`src/shared/tmr_defines.vh`:
```
`ifndef TMR_DEFINES_VH
`define TMR_DEFINES_VH

`define TMR_ADDR_CTRL 8'h00
`define TMR_ADDR_FORCE 8'h04
`define TMR_ADDR_CNT 8'h08
`define TMR_ADDR_CMPA 8'h0C
`define TMR_ADDR_CMPB 8'h10
`define TMR_ADDR_CAPT 8'h14
`define TMR_ADDR_FLAGS 8'h18
`define TMR_ADDR_PORT 8'h1C

`define TMR_CTRL_WGM_LSB 0
`define TMR_CTRL_COMA_LSB 4
`define TMR_CTRL_COMB_LSB 6
`define TMR_CTRL_CS_LSB 8
`define TMR_CTRL_RESET 11'h000

`define TMR_FLAG_OVF 0
`define TMR_FLAG_CMPA 1
`define TMR_FLAG_CMPB 2
`define TMR_FLAG_CAPT 3

`define TMR_WGM_NORMAL 4'h0
`define TMR_WGM_CTC_A 4'h4
`define TMR_WGM_CTC_CAPT 4'hC

`define TMR_COM_NONE 2'h0
`define TMR_COM_TOGGLE 2'h1
`define TMR_COM_CLEAR 2'h2
`define TMR_COM_SET 2'h3

`define TMR_CS_STOP 3'h0
`define TMR_CS_DIV1 3'h1
`define TMR_CS_DIV8 3'h2
`define TMR_CS_DIV64 3'h3
`define TMR_CS_DIV256 3'h4
`define TMR_CS_DIV1024 3'h5

`define TMR_CNT_MAX 16'hFFFF
`define TMR_CNT_ZERO 16'h0000

`endif
```
`src/logic/tmr_timer16.v`:
```
`timescale 1ns/1ps
`include "tmr_defines.vh"

module tmr_timer16 (
    input wire pclk,            // System clock, 20 MHz.
    input wire presetn,         // Asynchronous reset, active low.
    input wire psel,            // APB select.
    input wire penable,         // APB enable.
    input wire pwrite,          // APB direction, high for write.
    input wire [7:0] paddr,     // APB byte address.
    input wire [31:0] pwdata,   // APB write data.
    output reg [31:0] prdata,   // APB read data.
    output wire pready,         // APB ready.
    output wire pslverr,        // APB error for unmapped address.
    input wire ovf_ack,         // Overflow interrupt serviced, one-cycle pulse.
    input wire cmpa_ack,        // Compare A interrupt serviced, one-cycle pulse.
    input wire cmpb_ack,        // Compare B interrupt serviced, one-cycle pulse.
    input wire capt_ack,        // Capture interrupt serviced, one-cycle pulse.
    input wire pin_a_i,         // Level seen on compare pin A.
    input wire pin_b_i,         // Level seen on compare pin B.
    output reg pin_a_o,         // Drive value for compare pin A.
    output reg pin_a_oe_n,      // Pin A driven when low.
    output reg pin_b_o,         // Drive value for compare pin B.
    output reg pin_b_oe_n       // Pin B driven when low.
);

////////////////////////////////////////////////////////////////////////////////

    reg [3:0] waveform_mode_select_r;
    reg [1:0] compare_output_mode_a_r;
    reg [1:0] compare_output_mode_b_r;
    reg [2:0] clk_select_r;
    reg [15:0] counter_value_r;
    reg [15:0] compare_value_a_r;
    reg [15:0] compare_value_b_r;
    reg [15:0] capture_value_register_r;
    reg overflow_flag_r;
    reg compare_a_flag_r;
    reg compare_b_flag_r;
    reg capture_flag_r;
    reg compare_output_latch_a_r;
    reg compare_output_latch_b_r;
    reg [1:0] port_out_r;
    reg compare_pin_a_direction_bit_r;
    reg compare_pin_b_direction_bit_r;
    reg match_block_r;
    reg [9:0] presc_r;
    reg [2:0] pin_a_sync_r;
    reg [2:0] pin_b_sync_r;
    reg pin_a_level_r;
    reg pin_b_level_r;

    wire setup_ph;
    wire access_ph;
    wire wr_en;
    wire addr_ok;
    wire non_pwm;
    wire tick;
    wire ctc_mode;
    wire [15:0] top_val;
    wire match_a;
    wire match_b;
    wire match_capt;
    wire at_top;
    wire wrap;
    wire force_a;
    wire force_b;
    wire cnt_wr;
    reg [9:0] presc_last;
    reg [31:0] rd_mux;

////////////////////////////////////////////////////////////////////////////////

    // Latch value after a compare action; mode zero keeps it.
    function action;
        input [1:0] mode;
        input cur;
        begin
            case (mode)
                `TMR_COM_TOGGLE: action = ~cur;
                `TMR_COM_CLEAR: action = 1'b0;
                `TMR_COM_SET: action = 1'b1;
                default: action = cur;
            endcase
        end
    endfunction

    function is_mapped;
        input [7:0] a;
        begin
            case (a)
                `TMR_ADDR_CTRL, `TMR_ADDR_FORCE, `TMR_ADDR_CNT, `TMR_ADDR_CMPA,
                `TMR_ADDR_CMPB, `TMR_ADDR_CAPT, `TMR_ADDR_FLAGS, `TMR_ADDR_PORT: is_mapped = 1'b1;
                default: is_mapped = 1'b0;
            endcase
        end
    endfunction

////////////////////////////////////////////////////////////////////////////////
// APB slave: read data is captured in the setup cycle so the access cycle
// can finish at once while prdata still comes from a flip-flop.

    assign setup_ph = psel & ~penable;
    assign access_ph = psel & penable;
    assign addr_ok = is_mapped(paddr);
    assign pready = 1'b1;
    assign pslverr = access_ph & ~addr_ok;
    assign wr_en = access_ph & pwrite & addr_ok;
    assign cnt_wr = wr_en & (paddr == `TMR_ADDR_CNT);
    assign force_a = wr_en & (paddr == `TMR_ADDR_FORCE) & pwdata[0] & non_pwm;
    assign force_b = wr_en & (paddr == `TMR_ADDR_FORCE) & pwdata[1] & non_pwm;

    always @* begin
        rd_mux = 32'h00000000;
        case (paddr)
            `TMR_ADDR_CTRL: rd_mux = {21'h000000, clk_select_r, compare_output_mode_b_r,
                                      compare_output_mode_a_r, waveform_mode_select_r};
            `TMR_ADDR_CNT: rd_mux = {16'h0000, counter_value_r};
            `TMR_ADDR_CMPA: rd_mux = {16'h0000, compare_value_a_r};
            `TMR_ADDR_CMPB: rd_mux = {16'h0000, compare_value_b_r};
            `TMR_ADDR_CAPT: rd_mux = {16'h0000, capture_value_register_r};
            `TMR_ADDR_FLAGS: rd_mux = {28'h0000000, capture_flag_r, compare_b_flag_r,
                                       compare_a_flag_r, overflow_flag_r};
            `TMR_ADDR_PORT: rd_mux = {24'h000000, compare_output_latch_b_r, compare_output_latch_a_r,
                                      pin_b_level_r, pin_a_level_r, compare_pin_b_direction_bit_r,
                                      compare_pin_a_direction_bit_r, port_out_r};
            default: rd_mux = 32'h00000000;
        endcase
    end

    always @(posedge pclk or negedge presetn) begin
        if (!presetn) begin
            prdata <= 32'h00000000;
        end else if (setup_ph & ~pwrite) begin
            prdata <= rd_mux;
        end
    end

////////////////////////////////////////////////////////////////////////////////
// Control, compare and port registers.

    always @(posedge pclk or negedge presetn) begin
        if (!presetn) begin
            waveform_mode_select_r <= 4'h0;
            compare_output_mode_a_r <= 2'h0;
            compare_output_mode_b_r <= 2'h0;
            clk_select_r <= 3'h0;
            compare_value_a_r <= 16'h0000;
            compare_value_b_r <= 16'h0000;
            capture_value_register_r <= 16'h0000;
            port_out_r <= 2'h0;
            compare_pin_a_direction_bit_r <= 1'b0;
            compare_pin_b_direction_bit_r <= 1'b0;
        end else if (wr_en) begin
            case (paddr)
                `TMR_ADDR_CTRL: begin
                    // Mode held, used at next match.
                    waveform_mode_select_r <= pwdata[`TMR_CTRL_WGM_LSB +: 4];
                    compare_output_mode_a_r <= pwdata[`TMR_CTRL_COMA_LSB +: 2];
                    compare_output_mode_b_r <= pwdata[`TMR_CTRL_COMB_LSB +: 2];
                    clk_select_r <= pwdata[`TMR_CTRL_CS_LSB +: 3];
                end
                `TMR_ADDR_CMPA: compare_value_a_r <= pwdata[15:0];
                `TMR_ADDR_CMPB: compare_value_b_r <= pwdata[15:0];
                `TMR_ADDR_CAPT: capture_value_register_r <= pwdata[15:0];
                `TMR_ADDR_PORT: begin
                    port_out_r <= pwdata[1:0];
                    compare_pin_a_direction_bit_r <= pwdata[2];
                    compare_pin_b_direction_bit_r <= pwdata[3];
                end
                default: begin
                end
            endcase
        end
    end

////////////////////////////////////////////////////////////////////////////////
// Prescaler on the system clock. Stopped selection gives no ticks.

    always @* begin
        case (clk_select_r)
            `TMR_CS_DIV1: presc_last = 10'd0;
            `TMR_CS_DIV8: presc_last = 10'd7;
            `TMR_CS_DIV64: presc_last = 10'd63;
            `TMR_CS_DIV256: presc_last = 10'd255;
            `TMR_CS_DIV1024: presc_last = 10'd1023;
            default: presc_last = 10'd0;
        endcase
    end

    assign tick = (clk_select_r >= `TMR_CS_DIV1) && (clk_select_r <= `TMR_CS_DIV1024) &&
                  (presc_r >= presc_last);

    always @(posedge pclk or negedge presetn) begin
        if (!presetn) begin
            presc_r <= 10'd0;
        end else if (tick || clk_select_r == `TMR_CS_STOP) begin
            presc_r <= 10'd0;
        end else begin
            presc_r <= presc_r + 10'd1;
        end
    end

////////////////////////////////////////////////////////////////////////////////
// Counter. The value compared at a tick is the one held through the timer
// cycle just ended, so a match is acted on at the next timer clock.

    assign non_pwm = (waveform_mode_select_r == `TMR_WGM_NORMAL) ||
                     (waveform_mode_select_r == `TMR_WGM_CTC_A) ||
                     (waveform_mode_select_r == `TMR_WGM_CTC_CAPT);
    assign ctc_mode = (waveform_mode_select_r == `TMR_WGM_CTC_A) ||
                      (waveform_mode_select_r == `TMR_WGM_CTC_CAPT);
    assign top_val = (waveform_mode_select_r == `TMR_WGM_CTC_CAPT) ? capture_value_register_r
                                                                    : compare_value_a_r;
    assign match_a = tick & ~match_block_r & (counter_value_r == compare_value_a_r);
    assign match_b = tick & ~match_block_r & (counter_value_r == compare_value_b_r);
    assign match_capt = tick & ~match_block_r & (counter_value_r == capture_value_register_r);
    assign at_top = ctc_mode & tick & ~match_block_r & (counter_value_r == top_val);
    assign wrap = tick & ~cnt_wr & (counter_value_r == `TMR_CNT_MAX);

    always @(posedge pclk or negedge presetn) begin
        if (!presetn) begin
            counter_value_r <= 16'h0000;
            match_block_r <= 1'b0;
        end else begin
            if (cnt_wr) begin
                counter_value_r <= pwdata[15:0];
            end else if (at_top) begin
                counter_value_r <= `TMR_CNT_ZERO;
            end else if (tick) begin
                counter_value_r <= counter_value_r + 16'h0001;
            end
            // Block one timer cycle, even stopped.
            if (cnt_wr) begin
                match_block_r <= 1'b1;
            end else if (tick) begin
                match_block_r <= 1'b0;
            end
        end
    end

////////////////////////////////////////////////////////////////////////////////
// Flags: hardware set wins over software or service clear.

    always @(posedge pclk or negedge presetn) begin
        if (!presetn) begin
            overflow_flag_r <= 1'b0;
            compare_a_flag_r <= 1'b0;
            compare_b_flag_r <= 1'b0;
            capture_flag_r <= 1'b0;
        end else begin
            if (wrap) begin
                overflow_flag_r <= 1'b1;
            end else if (ovf_ack || (wr_en && paddr == `TMR_ADDR_FLAGS && pwdata[`TMR_FLAG_OVF])) begin
                overflow_flag_r <= 1'b0;
            end
            if (match_a) begin
                compare_a_flag_r <= 1'b1;
            end else if (cmpa_ack || (wr_en && paddr == `TMR_ADDR_FLAGS && pwdata[`TMR_FLAG_CMPA])) begin
                compare_a_flag_r <= 1'b0;
            end
            if (match_b) begin
                compare_b_flag_r <= 1'b1;
            end else if (cmpb_ack || (wr_en && paddr == `TMR_ADDR_FLAGS && pwdata[`TMR_FLAG_CMPB])) begin
                compare_b_flag_r <= 1'b0;
            end
            // Capture flag when it sets top.
            if (match_capt && waveform_mode_select_r == `TMR_WGM_CTC_CAPT) begin
                capture_flag_r <= 1'b1;
            end else if (capt_ack || (wr_en && paddr == `TMR_ADDR_FLAGS && pwdata[`TMR_FLAG_CAPT])) begin
                capture_flag_r <= 1'b0;
            end
        end
    end

////////////////////////////////////////////////////////////////////////////////
// Compare output latches. A force acts like a match on the latch alone.

    always @(posedge pclk or negedge presetn) begin
        if (!presetn) begin
            compare_output_latch_a_r <= 1'b0;
            compare_output_latch_b_r <= 1'b0;
        end else begin
            if (match_a || force_a) begin
                compare_output_latch_a_r <= action(compare_output_mode_a_r, compare_output_latch_a_r);
            end
            if (match_b || force_b) begin
                compare_output_latch_b_r <= action(compare_output_mode_b_r, compare_output_latch_b_r);
            end
        end
    end

////////////////////////////////////////////////////////////////////////////////
// Pin side. Input levels pass three stages; a level counts once the last
// two agree, so a single metastable sample never reaches the readback.

    always @(posedge pclk or negedge presetn) begin
        if (!presetn) begin
            pin_a_sync_r <= 3'b000;
            pin_b_sync_r <= 3'b000;
            pin_a_level_r <= 1'b0;
            pin_b_level_r <= 1'b0;
        end else begin
            pin_a_sync_r <= {pin_a_sync_r[1:0], pin_a_i};
            pin_b_sync_r <= {pin_b_sync_r[1:0], pin_b_i};
            if (pin_a_sync_r[1] == pin_a_sync_r[2]) begin
                pin_a_level_r <= pin_a_sync_r[2];
            end
            if (pin_b_sync_r[1] == pin_b_sync_r[2]) begin
                pin_b_level_r <= pin_b_sync_r[2];
            end
        end
    end

    always @(posedge pclk or negedge presetn) begin
        if (!presetn) begin
            pin_a_o <= 1'b0;
            pin_b_o <= 1'b0;
            pin_a_oe_n <= 1'b1;
            pin_b_oe_n <= 1'b1;
        end else begin
            pin_a_o <= (|compare_output_mode_a_r) ? compare_output_latch_a_r : port_out_r[0];
            pin_b_o <= (|compare_output_mode_b_r) ? compare_output_latch_b_r : port_out_r[1];
            pin_a_oe_n <= ~compare_pin_a_direction_bit_r;
            pin_b_oe_n <= ~compare_pin_b_direction_bit_r;
        end
    end

endmodule

```
`config.mk`:
```
export PLATFORM = sky130hd
export DESIGN_NAME = tmr_timer16
export DESIGN_NICKNAME = d
export VERILOG_FILES = /design/src/logic/tmr_timer16.v
export VERILOG_INCLUDE_DIRS = /design/src /design/src/shared
export SDC_FILE = /design/constraint.sdc
export NUM_CORES = 1
export LEC_CHECK = 0
export ABC_CLOCK_PERIOD_IN_PS = 4350
export BUFFER_PORTS_ARGS = -buffer_cell sky130_fd_sc_hd__buf_2
export CORE_MARGIN = 1
export CORE_UTILIZATION = 58
export DETAILED_ROUTE_END_ITERATION = 10
export PLACE_DENSITY = 0.76
export SETUP_SLACK_MARGIN = 0.3
export SKIP_CTS_REPAIR_TIMING = 1
export SLEW_MARGIN = 20
export SYNTH_ARGS = -nofsm -noshare
export SYNTH_HDL_FRONTEND = slang
export SYNTH_SLANG_ARGS = --single-unit
export TNS_END_PERCENT = 30
```
`constraint.sdc`:
```
create_clock -name pclk -period 4.35 [get_ports pclk]
set_clock_uncertainty 0.15 [all_clocks]
set_input_delay 0 -clock pclk [delete_from_list [all_inputs] [get_ports pclk]]
set_output_delay 0 -clock pclk [all_outputs]
set_load 0.005 [all_outputs]
```
==> impl_metrics.csv, run 1 <==
group,metric,value,unit
floorplanning,die_h,110,um
timing,fmax,293,MHz
cts,clkSlewWorstSetupHoldPaths,0.05,ns
yosys,syn_area,6810,um^2
timing,finalSetupViolCount,0,
global_route,grt_antenna_before_repair,0,
yosys,ys_types,64,
yosys,netlist.area_leader.share,44.9,%
drt,vias,5585,
floorplanning,die-area,12200,um^2
setup_path,crit_slowest_cell,"or4_1",
setup_path,cp.required,4.51,ns
cts,clock-root-buffer,"clkbuf_16",
drt,firstDrtPassIters,8,
yosys,ys_warn_count,0,
global_route,top_usage_layer,"met2",
cts,numCtsBuffers,17,
power_and_ir_drop,max-vdd-ir-drop,0.000317,V
power_and_ir_drop,total_power,2.68,mW
cts,cts_tree,"done",
setup_path,cp_max_fo,11,
cts,clk-insertion-delay-late,0.42,ns
drt,ant_nets,0,
yosys,synth_edf_count,0,
yosys,ys_seq_elements,124,
yosys,yosys.area.top_type,"dfrtp_1",
cts,clock_sinks,124,
global_route,grt_max_degree,77,
global_route,overflow,0,
hold_path,hold_depth,4,
cts,clockBufferDepth,2,
drt,wl,18800,um
setup_path,path_cells,"nor2b_1, a21oi_1, ha_1, a41oi_1, a211oi_1, o21ai_2, or4_1, a21boi_1, a211o_1",
final_layout,finalNetCount,796,
cts,h-tree-depth,4,
floorplanning,die_w,110,um
setup_path,crit_path_end_kind,"register",
yosys,async_reset_ff_share,100,%
drt,wire_per_inst,21.2,um
yosys,synth_common_cells,"dfrtp_1 (122), mux2_2 (64), nand2_1 (54), nand3_1 (42), nor2_1 (39)",
drt,vias_per_cell,6.28,
run,drv_cap,0,
drt,drt-initial-drc-count,521,
final_layout,antenna_cells,0,
power_and_ir_drop,power.static_leakage,3.66,nW
setup_path,max_stage_delay,0.80,ns
floorplanning,placementRows,39,
timing,tightest_slew,1.03,ns
global_route,grt_usage,33.2,%
yosys,synth_top_flop_cell,"dfrtp_1",
final_layout,drive_gt1_share,22.7,%
setup_path,path_class,"reg2reg",
global_route,grt_pass1_vias,5353,
place,portBuffers,55,
yosys,ys_top_cells_by_area,"dfrtp_1 (45%), mux2_2 (11%), xnor2_1 (3.6%), xor2_1 (3.3%), nand3_1 (3.1%)",
timing,tns,0,ns
timing,slew_headroom,31.4,%
timing,whs,0.00980,ns
global_route,grt_first_pass_wirelength,28800,um
timing,rsz0062_at_grt,"false",
yosys,syn_avg_cell_area,10.2,um^2
outcome,outcome,"finished clean",
floorplanning,start_util,59.6,%
global_route,met1_usage,42.2,%
power_and_ir_drop,power_density,339,nW/um^2
setup_path,start_kind,"register",
floorplanning,pin_count,89,
setup_path,reg2reg_depth,9,
setup_path,critPathArrivalTime,3.57,ns
yosys,yosysSeqAreaShare,45.6,%
floorplanning,core,11400,um^2
hold_path,hold_path_class,"in2reg",
place,gp_congestion,0.926,
timing,finalCritPeriodShare,78.4,%
yosys,postSynthCellCount,667,
final_layout,areaGrowthSynthToFinish,16.4,%
global_route,grt_util_met2,52.2,%
place,dp_hpwl,12900,um
final_layout,num-fill-cells,866,
timing,slew_viol_final,0,
timing,hold_violations,0,
global_route,gr-usage-met3,10.1,%
timing,min_period,3.41,ns
drt,drcViolationCount,0,
yosys,synth.most_common_cell,"dfrtp_1",
final_layout,utilization,69.4,%
## path summary, 6_finish.rpt
check                           startpoint                    end  slack, ns
min reg2reg                pin_b_sync_r[0]        pin_b_sync_r[1]       0.20
max                        clk_select_r[2]    counter_value_r[12]       0.94
min                               paddr[4]              prdata[1]       0.01
min in group asynchronous          presetn          pin_a_level_r       0.12
max in group asynchronous          presetn  compare_value_b_r[13]       2.75
max reg2reg                clk_select_r[2]    counter_value_r[12]       0.94
## logic make-up (layout without fill, tap and decap cells)
logic type | count (synthesis) | in the layout | share of synthesized area [%]
AOI/OAI and AO/OA | 116 | 116 | 12.7
xor gates and xnor gates | 54 | 54 | 6.95
adders and majority gates | 14 | 14 | 2.50
buffers and inverters | 77 | 141 | 5.31
DFF | 124 | 124 | 45.6
muxes | 67 | 67 | 11.0
other | 2 | 17 | 0.110
and+or+nand+nor | 213 | 213 | 15.7
## sequential cells by signal, indices dropped and copies added (netlist names), 2 cells and up
| register | count |
|---|---|
| waveform_mode_select_r | 4 |
| pin_b_sync_r | 3 |
| capture_value_register_r | 16 |
| presc_r | 10 |
| counter_value_r | 16 |
| pin_a_sync_r | 3 |
| compare_value_b_r | 16 |
| prdata | 16 |
| clk_select_r | 3 |
| compare_output_mode_b_r | 2 |
| compare_output_mode_a_r | 2 |
| compare_value_a_r | 16 |
| port_out_r | 2 |
## through the flow
step           setup slack (ns)  cell area (um^2)  instances
2_1_floorplan              1.29              6860        682
3_3_place_gp              0.993              7110        832
3_5_place_dp              0.948              7110        832
4_1_cts                   0.932              7670        864
5_1_grt                   0.751              7920        889
6_report                  0.939              7920        889
## final cells by class
cell class	instances	area [um^2]	area share, %
tap	143	179	2.26
sequential	124	3110	39.2
timing repair buffer	90	603	7.61
clock inverter	7	66.3	0.837
multi-input combinational	481	3410	43.1
inverter	19	71.3	0.900
clock buffer	25	485	6.13
## where the power goes
group	internal, mW	total [mW]	switching (mW)
clock	0.826	1.32	0.493
sequential	1.17	1.21	0.0414
combinational	0.0618	0.151	0.0888
## placed cells by master, fill, tap and decap left out, types with 4 or more instances in the layout
master / count
nand2b_1: 8
inv_1: 17
dfrtp_1: 122
nor4_1: 10
clkbuf_1: 5
nor2_1: 39
and3_1: 12
buf_2: 54
xor2_1: 26
nand4_1: 8
a221o_1: 5
a21oi_1: 13
buf_4: 11
a222oi_1: 8
clkbuf_16: 17
conb_1: 17
nand2_1: 54
nand3_1: 42
a22oi_1: 23
nor3_1: 11
mux2_2: 64
nor2b_1: 5
dlygate4sd3_1: 25
o22ai_1: 6
a22o_1: 21
xnor2_1: 28
o21ai_0: 6
or3_1: 4
ha_1: 12
clkinv_2: 4
o21ai_1: 12
## worst max-delay path: cells and delay by family, from the launching register on
kind,cells,cell delay [ns]
flip-flops,1,0.45
adder cells (fa/ha/maj),1,0.35
AND/OR/NAND/NOR,2,1.07
AO/OA/AOI/OAI,6,1.26
## layer usage
layer,routed length [um],vias to the layer above
met3,1760,46
met2,8800,302
met5,0,-
li1,-,2516
met4,564,0
met1,7690,2721
Note: power is estimated with default switching activity, not from simulation.
==> inputs of run 2 (changes only) <==
--- a/config.mk
+++ b/config.mk
@@ -6,7 +6,7 @@
 export SDC_FILE = /design/constraint.sdc
 export NUM_CORES = 1
 export LEC_CHECK = 0
-export ABC_CLOCK_PERIOD_IN_PS = 4350
+export ABC_CLOCK_PERIOD_IN_PS = 3400
 export BUFFER_PORTS_ARGS = -buffer_cell sky130_fd_sc_hd__buf_2
 export CORE_MARGIN = 1
 export CORE_UTILIZATION = 58
==> constraint.sdc (replaced) <==
create_clock -name pclk -period 3.4 [get_ports pclk]
set_clock_uncertainty 0.15 [all_clocks]
set_input_delay 0 -clock pclk [delete_from_list [all_inputs] [get_ports pclk]]
set_output_delay 0 -clock pclk [all_outputs]
set_load 0.005 [all_outputs]
==> run 2 against run 1 <==
Hold slack got worse by 0.0022 ns. Clock-buffer cell count decreased by 6. Highest routed layer unchanged. Cell area increased by 1.9%. Clock power increased by 39%. Core utilization increased by 1.3 points. Routed wire length increased by 0.62%.
==> impl_metrics.csv, run 2 (synthesized netlist as in run 1, its figures left out) <==
group,metric,value,unit
cts,clockBufferDepth,2,
drt,wire_per_inst,21.1,um
drt,vias,5581,
outcome,outcome,"finished clean",
place,dp_hpwl,13000,um
drt,highest_layer,"met4",
setup_path,crit_slowest_cell,"or4_4",
final_layout,stdcell_count,898,
setup_path,crit_path_end_kind,"register",
setup_path,rrSetupSlack,0.38,ns
drt,wl_met1,8040,um
global_route,overflow,0,
floorplanning,placementRows,39,
setup_path,max_stage_delay,0.62,ns
global_route,grt_first_pass_wirelength,28700,um
place,portBuffers,55,
timing,rsz0062_at_grt,"false",
setup_path,path_delay_family,"simple AND/OR/NAND/NOR gates",
floorplanning,die_h,110,um
run,drv_cap,0,
drt,ant_nets,0,
timing,slew_viol_final,0,
drt,firstDrtPassIters,5,
setup_path,r2r_start,"waveform_mode_select_r[2]",
timing,hold_violations,0,
final_layout,areaGrowthSynthToFinish,18.7,%
power_and_ir_drop,power.static_leakage,3.73,nW
final_layout,num-fill-cells,855,
place,pre_cts_ws,0.140,ns
place,placedCellCount,842,
cts,h-tree-depth,4,
global_route,grt_antenna_before_repair,0,
cts,clock-root-buffer,"clkbuf_16",
final_layout,final_common_cell,"dfrtp_1",
drt,wl_met3,1450,um
setup_path,path_cells,"and4bb_1, buf_4, nand2_1, and3_1, or4_1, or4_4, a21boi_1, a211o_1",
timing,finalSetupViolCount,0,
drt,wl,18900,um
floorplanning,die_w,110,um
final_layout,drive_gt1_share,24.9,%
setup_path,critPathBufInv,1,
hold_path,worstHoldStart,"paddr[3]",
timing,tightest_slew,1.01,ns
timing,tns,0,ns
drt,drt-initial-drc-count,479,
drt,wl_met2,8800,um
final_layout,finalNetCount,805,
cts,numCtsBuffers,17,
power_and_ir_drop,max-vdd-ir-drop,0.000486,V
timing,slew_headroom,32.8,%
place,gp_congestion,0.906,
timing,finalCritPeriodShare,88.8,%
drt,drcViolationCount,0,
global_route,grt_pass1_vias,5258,
setup_path,cp.required,3.55,ns
timing,final.setup.worst_slack,0.381,ns
floorplanning,die-area,12200,um^2
setup_path,startpoint,"waveform_mode_select_r[2]",
floorplanning,start_util,59.6,%
drt,vias_per_cell,6.21,
setup_path,cp_max_fo,8,
timing,fmax,331,MHz
setup_path,critPathArrivalTime,3.17,ns
floorplanning,pin_count,89,
timing,min_period,3.02,ns
power_and_ir_drop,power_density,445,nW/um^2
floorplanning,core,11400,um^2
hold_path,hold_path_class,"in2reg",
setup_path,path_class,"reg2reg",
final_layout,antenna_cells,0,
global_route,grt_max_degree,71,
final_layout,layout_common_cells,"dfrtp_1 (120), mux2_2 (64), nand2_1 (54), buf_2 (54), nand3_1 (42)",
cts,clock_sinks,124,
setup_path,start_kind,"register",
global_route,grt_usage,33.0,%
cts,cts_tree,"done",
cts,clkSlewWorstSetupHoldPaths,0.06,ns
cts,clk-insertion-delay-late,0.42,ns
==> run 2: final timing paths <==
check | to | cells past startpoint
max | counter_value_r[12] | 8
min | match_block_r | 4
max reg2reg | counter_value_r[12] | 8
min reg2reg | pin_b_sync_r[1] | 0
max in group asynchronous | pin_b_oe_n | 3
min in group asynchronous | pin_a_level_r | 2
==> run 2: final cells by class <==
| type | count | area [um^2] | area share (%) |
|---|---|---|---|
| Multi-Input combinational cell | 481 | 3420 | 42.4 |
| Sequential cell | 124 | 3110 | 38.5 |
| Timing Repair Buffer | 99 | 688 | 8.52 |
| Clock buffer | 19 | 443 | 5.48 |
| Tap cell | 143 | 179 | 2.22 |
| Clock inverter | 13 | 166 | 2.06 |
| Inverter | 19 | 71.3 | 0.883 |
==> run 2: tightest hold or removal path, cell delays in order <==
cell,delay (ns)
buf_2,0.15
nand3_1,0.08
buf_4,0.23
nand2_1,0.07
==> run 2: report_power, final <==
group	leakage [nW]	internal, mW	switching [mW]
sequential	1.64	1.50	0.0420
combinational	1.80	0.0862	0.125
clock	0.290	1.17	0.670
total	3.73	2.76	0.837
==> run 2: routing by layer <==
metal / vias up / track usage, %
met5: - / 0
met3: 49 / 8.88
met1: 2716 / 43.3
li1: 2539 / -
met2: 277 / 50.5
met4: 0 / 15.8
==> run 2: through the flow <==
stage               total power, mW  util [%]  cell area [um^2]  hold slack, ns
finish                         3.59      70.7              8080         0.00764
global route                   3.70      70.7              8080          0.0169
CTS                            3.59      68.4              7810          -0.483
detailed placement             1.75      63.1              7200         -0.0394
global placement               1.75      63.1              7200         -0.0412
floorplan                      1.66         -              6860          -0.446
==> inputs of run 3 (changes only) <==
--- a/config.mk
+++ b/config.mk
@@ -8,14 +8,15 @@
 export LEC_CHECK = 0
 export ABC_CLOCK_PERIOD_IN_PS = 3400
 export BUFFER_PORTS_ARGS = -buffer_cell sky130_fd_sc_hd__buf_2
+export CAP_MARGIN = 20
 export CORE_MARGIN = 1
 export CORE_UTILIZATION = 58
 export DETAILED_ROUTE_END_ITERATION = 10
 export PLACE_DENSITY = 0.76
+export RECOVER_POWER = 100
 export SETUP_SLACK_MARGIN = 0.3
 export SKIP_CTS_REPAIR_TIMING = 1
 export SLEW_MARGIN = 20
 export SYNTH_ARGS = -nofsm -noshare
 export SYNTH_HDL_FRONTEND = slang
 export SYNTH_SLANG_ARGS = --single-unit
-export TNS_END_PERCENT = 30
==> run 3 against run 2 <==
The flow now finishes with violations (max-capacitance violations, max-slew violations). Via count hardly changed. Die area did not move. Final cell count is the same. Maximum frequency fell by 2.7%. Largest cell class unchanged.
==> impl_metrics.csv, run 3 (synthesized netlist as in run 1, its figures left out) <==
group,metric,value,unit
run,drv_cap,1,
drt,wire_per_inst,21.1,um
timing,finalCritPeriodShare,91.2,%
cts,clock_sinks,124,
place,gp_congestion,0.906,
setup_path,path_class,"reg2reg",
power_and_ir_drop,power.static_leakage,3.63,nW
setup_path,path_cells,"nor2b_1, inv_1, ha_1, a211oi_1, nor2_1, or3_1, o21ai_2, buf_8, or4_1, a21boi_0, a211o_1",
global_route,grt_max_degree,71,
final_layout,antenna_cells,0,
timing,fmax,322,MHz
global_route,grt_antenna_before_repair,0,
final_layout,areaGrowthSynthToFinish,17.7,%
floorplanning,placementRows,39,
cts,clockBufferDepth,2,
floorplanning,core,11400,um^2
drt,firstDrtPassIters,7,
final_layout,layout_common_cells,"dfrtp_1 (121), mux2_2 (64), nand2_1 (54)",
global_route,overflow,0,
hold_path,hold_path_class,"in2reg",
floorplanning,start_util,59.6,%
floorplanning,die_h,110,um
setup_path,cp_max_fo,29,
setup_path,r2r_start,"clk_select_r[1]",
global_route,top_usage_layer,"met2",
timing,hold_violations,0,
cts,cts_tree,"done",
place,dp_hpwl,13000,um
setup_path,critPathBufInv,2,
timing,rsz0062_at_grt,"false",
global_route,grt_usage,33.0,%
global_route,grt_util_met2,50.5,%
cts,h-tree-depth,4,
cts,clkSlewWorstSetupHoldPaths,0.06,ns
drt,wl,19000,um
timing,slew_viol_final,70,
power_and_ir_drop,total_power,3.60,mW
power_and_ir_drop,power_density,449,nW/um^2
outcome,outcome,"complete, but fails checks",
timing,tightest_slew,1.77,ns
final_layout,drive_gt1_share,21.2,%
final_layout,finalNetCount,805,
setup_path,startpoint,"clk_select_r[1]",
hold_path,worstHoldStart,"paddr[4]",
setup_path,start_kind,"register",
timing,min_period,3.10,ns
timing,finalSetupViolCount,0,
final_layout,final_area,8010,um^2
place,place_area,7200,um^2
floorplanning,die-area,12200,um^2
setup_path,max_stage_delay,0.44,ns
global_route,met1_usage,43.3,%
drt,drt-initial-drc-count,548,
setup_path,crit_path_end_kind,"register",
final_layout,final_common_cell,"dfrtp_1",
floorplanning,pin_count,89,
drt,ant_nets,0,
setup_path,path_delay_family,"simple AND/OR/NAND/NOR gates",
global_route,gr-usage-met3,8.88,%
timing,slew_headroom,-18.0,%
setup_path,crit_slowest_cell,"dfrtp_1",
global_route,grt_pass1_vias,5258,
cts,numCtsBuffers,17,
setup_path,critPathArrivalTime,3.25,ns
timing,tns,0,ns
drt,drcViolationCount,0,
drt,vias_per_cell,6.22,
cts,clock-root-buffer,"clkbuf_16",
power_and_ir_drop,max-vdd-ir-drop,0.000485,V
cts,clk-insertion-delay-late,0.42,ns
setup_path,cp.required,3.55,ns
drt,vias,5586,
global_route,grt_first_pass_wirelength,28700,um
outcome,violations,"max-capacitance violations, max-slew violations",
place,portBuffers,55,
final_layout,num-fill-cells,877,
floorplanning,die_w,110,um
[run 3: cell count changes in the layout (fill, tap and decap cells not counted), moves of 7 or more]
cell      delta
buf_2       -18
buf_4        -7
clkbuf_1    +24
o21ai_0     +11
o21ai_1     -11
[run 3: layout make-up]
cell class	instances	area [um^2]	area share, %
clock buffers	19	443	5.53
clock inverters	13	166	2.08
multi-input cells	481	3410	42.5
well taps	143	179	2.23
inverters	19	71.3	0.890
repair buffers	99	641	7.99
flip-flops and latches	124	3110	38.8
[run 3: final timing paths]
check                                      end  slack, ns  depth (start not counted)
max                        counter_value_r[12]       0.30                         11
min                                  prdata[5]      0.006                          4
max reg2reg                counter_value_r[12]       0.30                         11
min reg2reg                    pin_b_sync_r[1]       0.20                          0
max in group asynchronous           pin_b_oe_n       1.59                          3
min in group asynchronous      pin_a_sync_r[1]       0.42                          2
[run 3: power breakdown]
part           switching (mW)  internal, mW
logic                   0.125        0.0850
registers              0.0419          1.50
clock network           0.672          1.17
total                   0.839          2.76
[run 3: worst reg2reg max path: stages, from the launching register on]
cell	delay, ns
dfrtp_1	0.44
nor2b_1	0.29
inv_1	0.11
ha_1	0.31
a211oi_1	0.23
nor2_1	0.07
or3_1	0.38
o21ai_2	0.22
buf_8	0.25
or4_1	0.14
a21boi_0	0.09
a211o_1	0.29
[run 3: through the flow]
step / cells / worst slack, ns / hold WS, ns / util (%)
3_5_place_dp: 842 / 0.140 / -0.0394 / 63.1
6_report: 898 / 0.298 / 0.00604 / 70.2
2_1_floorplan: 682 / 0.345 / -0.446 / -
3_3_place_gp: 842 / 0.249 / -0.0412 / 63.1
4_1_cts: 874 / 0.120 / -0.483 / 68.4
5_1_grt: 898 / 0.160 / 0.0112 / 70.2
[run 3: metal layers]
| layer | up-vias | share of wire, % | wire [um] |
|---|---|---|---|
| li1 | 2534 | - | - |
| met4 | 0 | 3.4 | 647 |
| met3 | 47 | 7.5 | 1420 |
| met2 | 266 | 47 | 8820 |
| met1 | 2739 | 43 | 8080 |
| met5 | - | 0 | 0 |
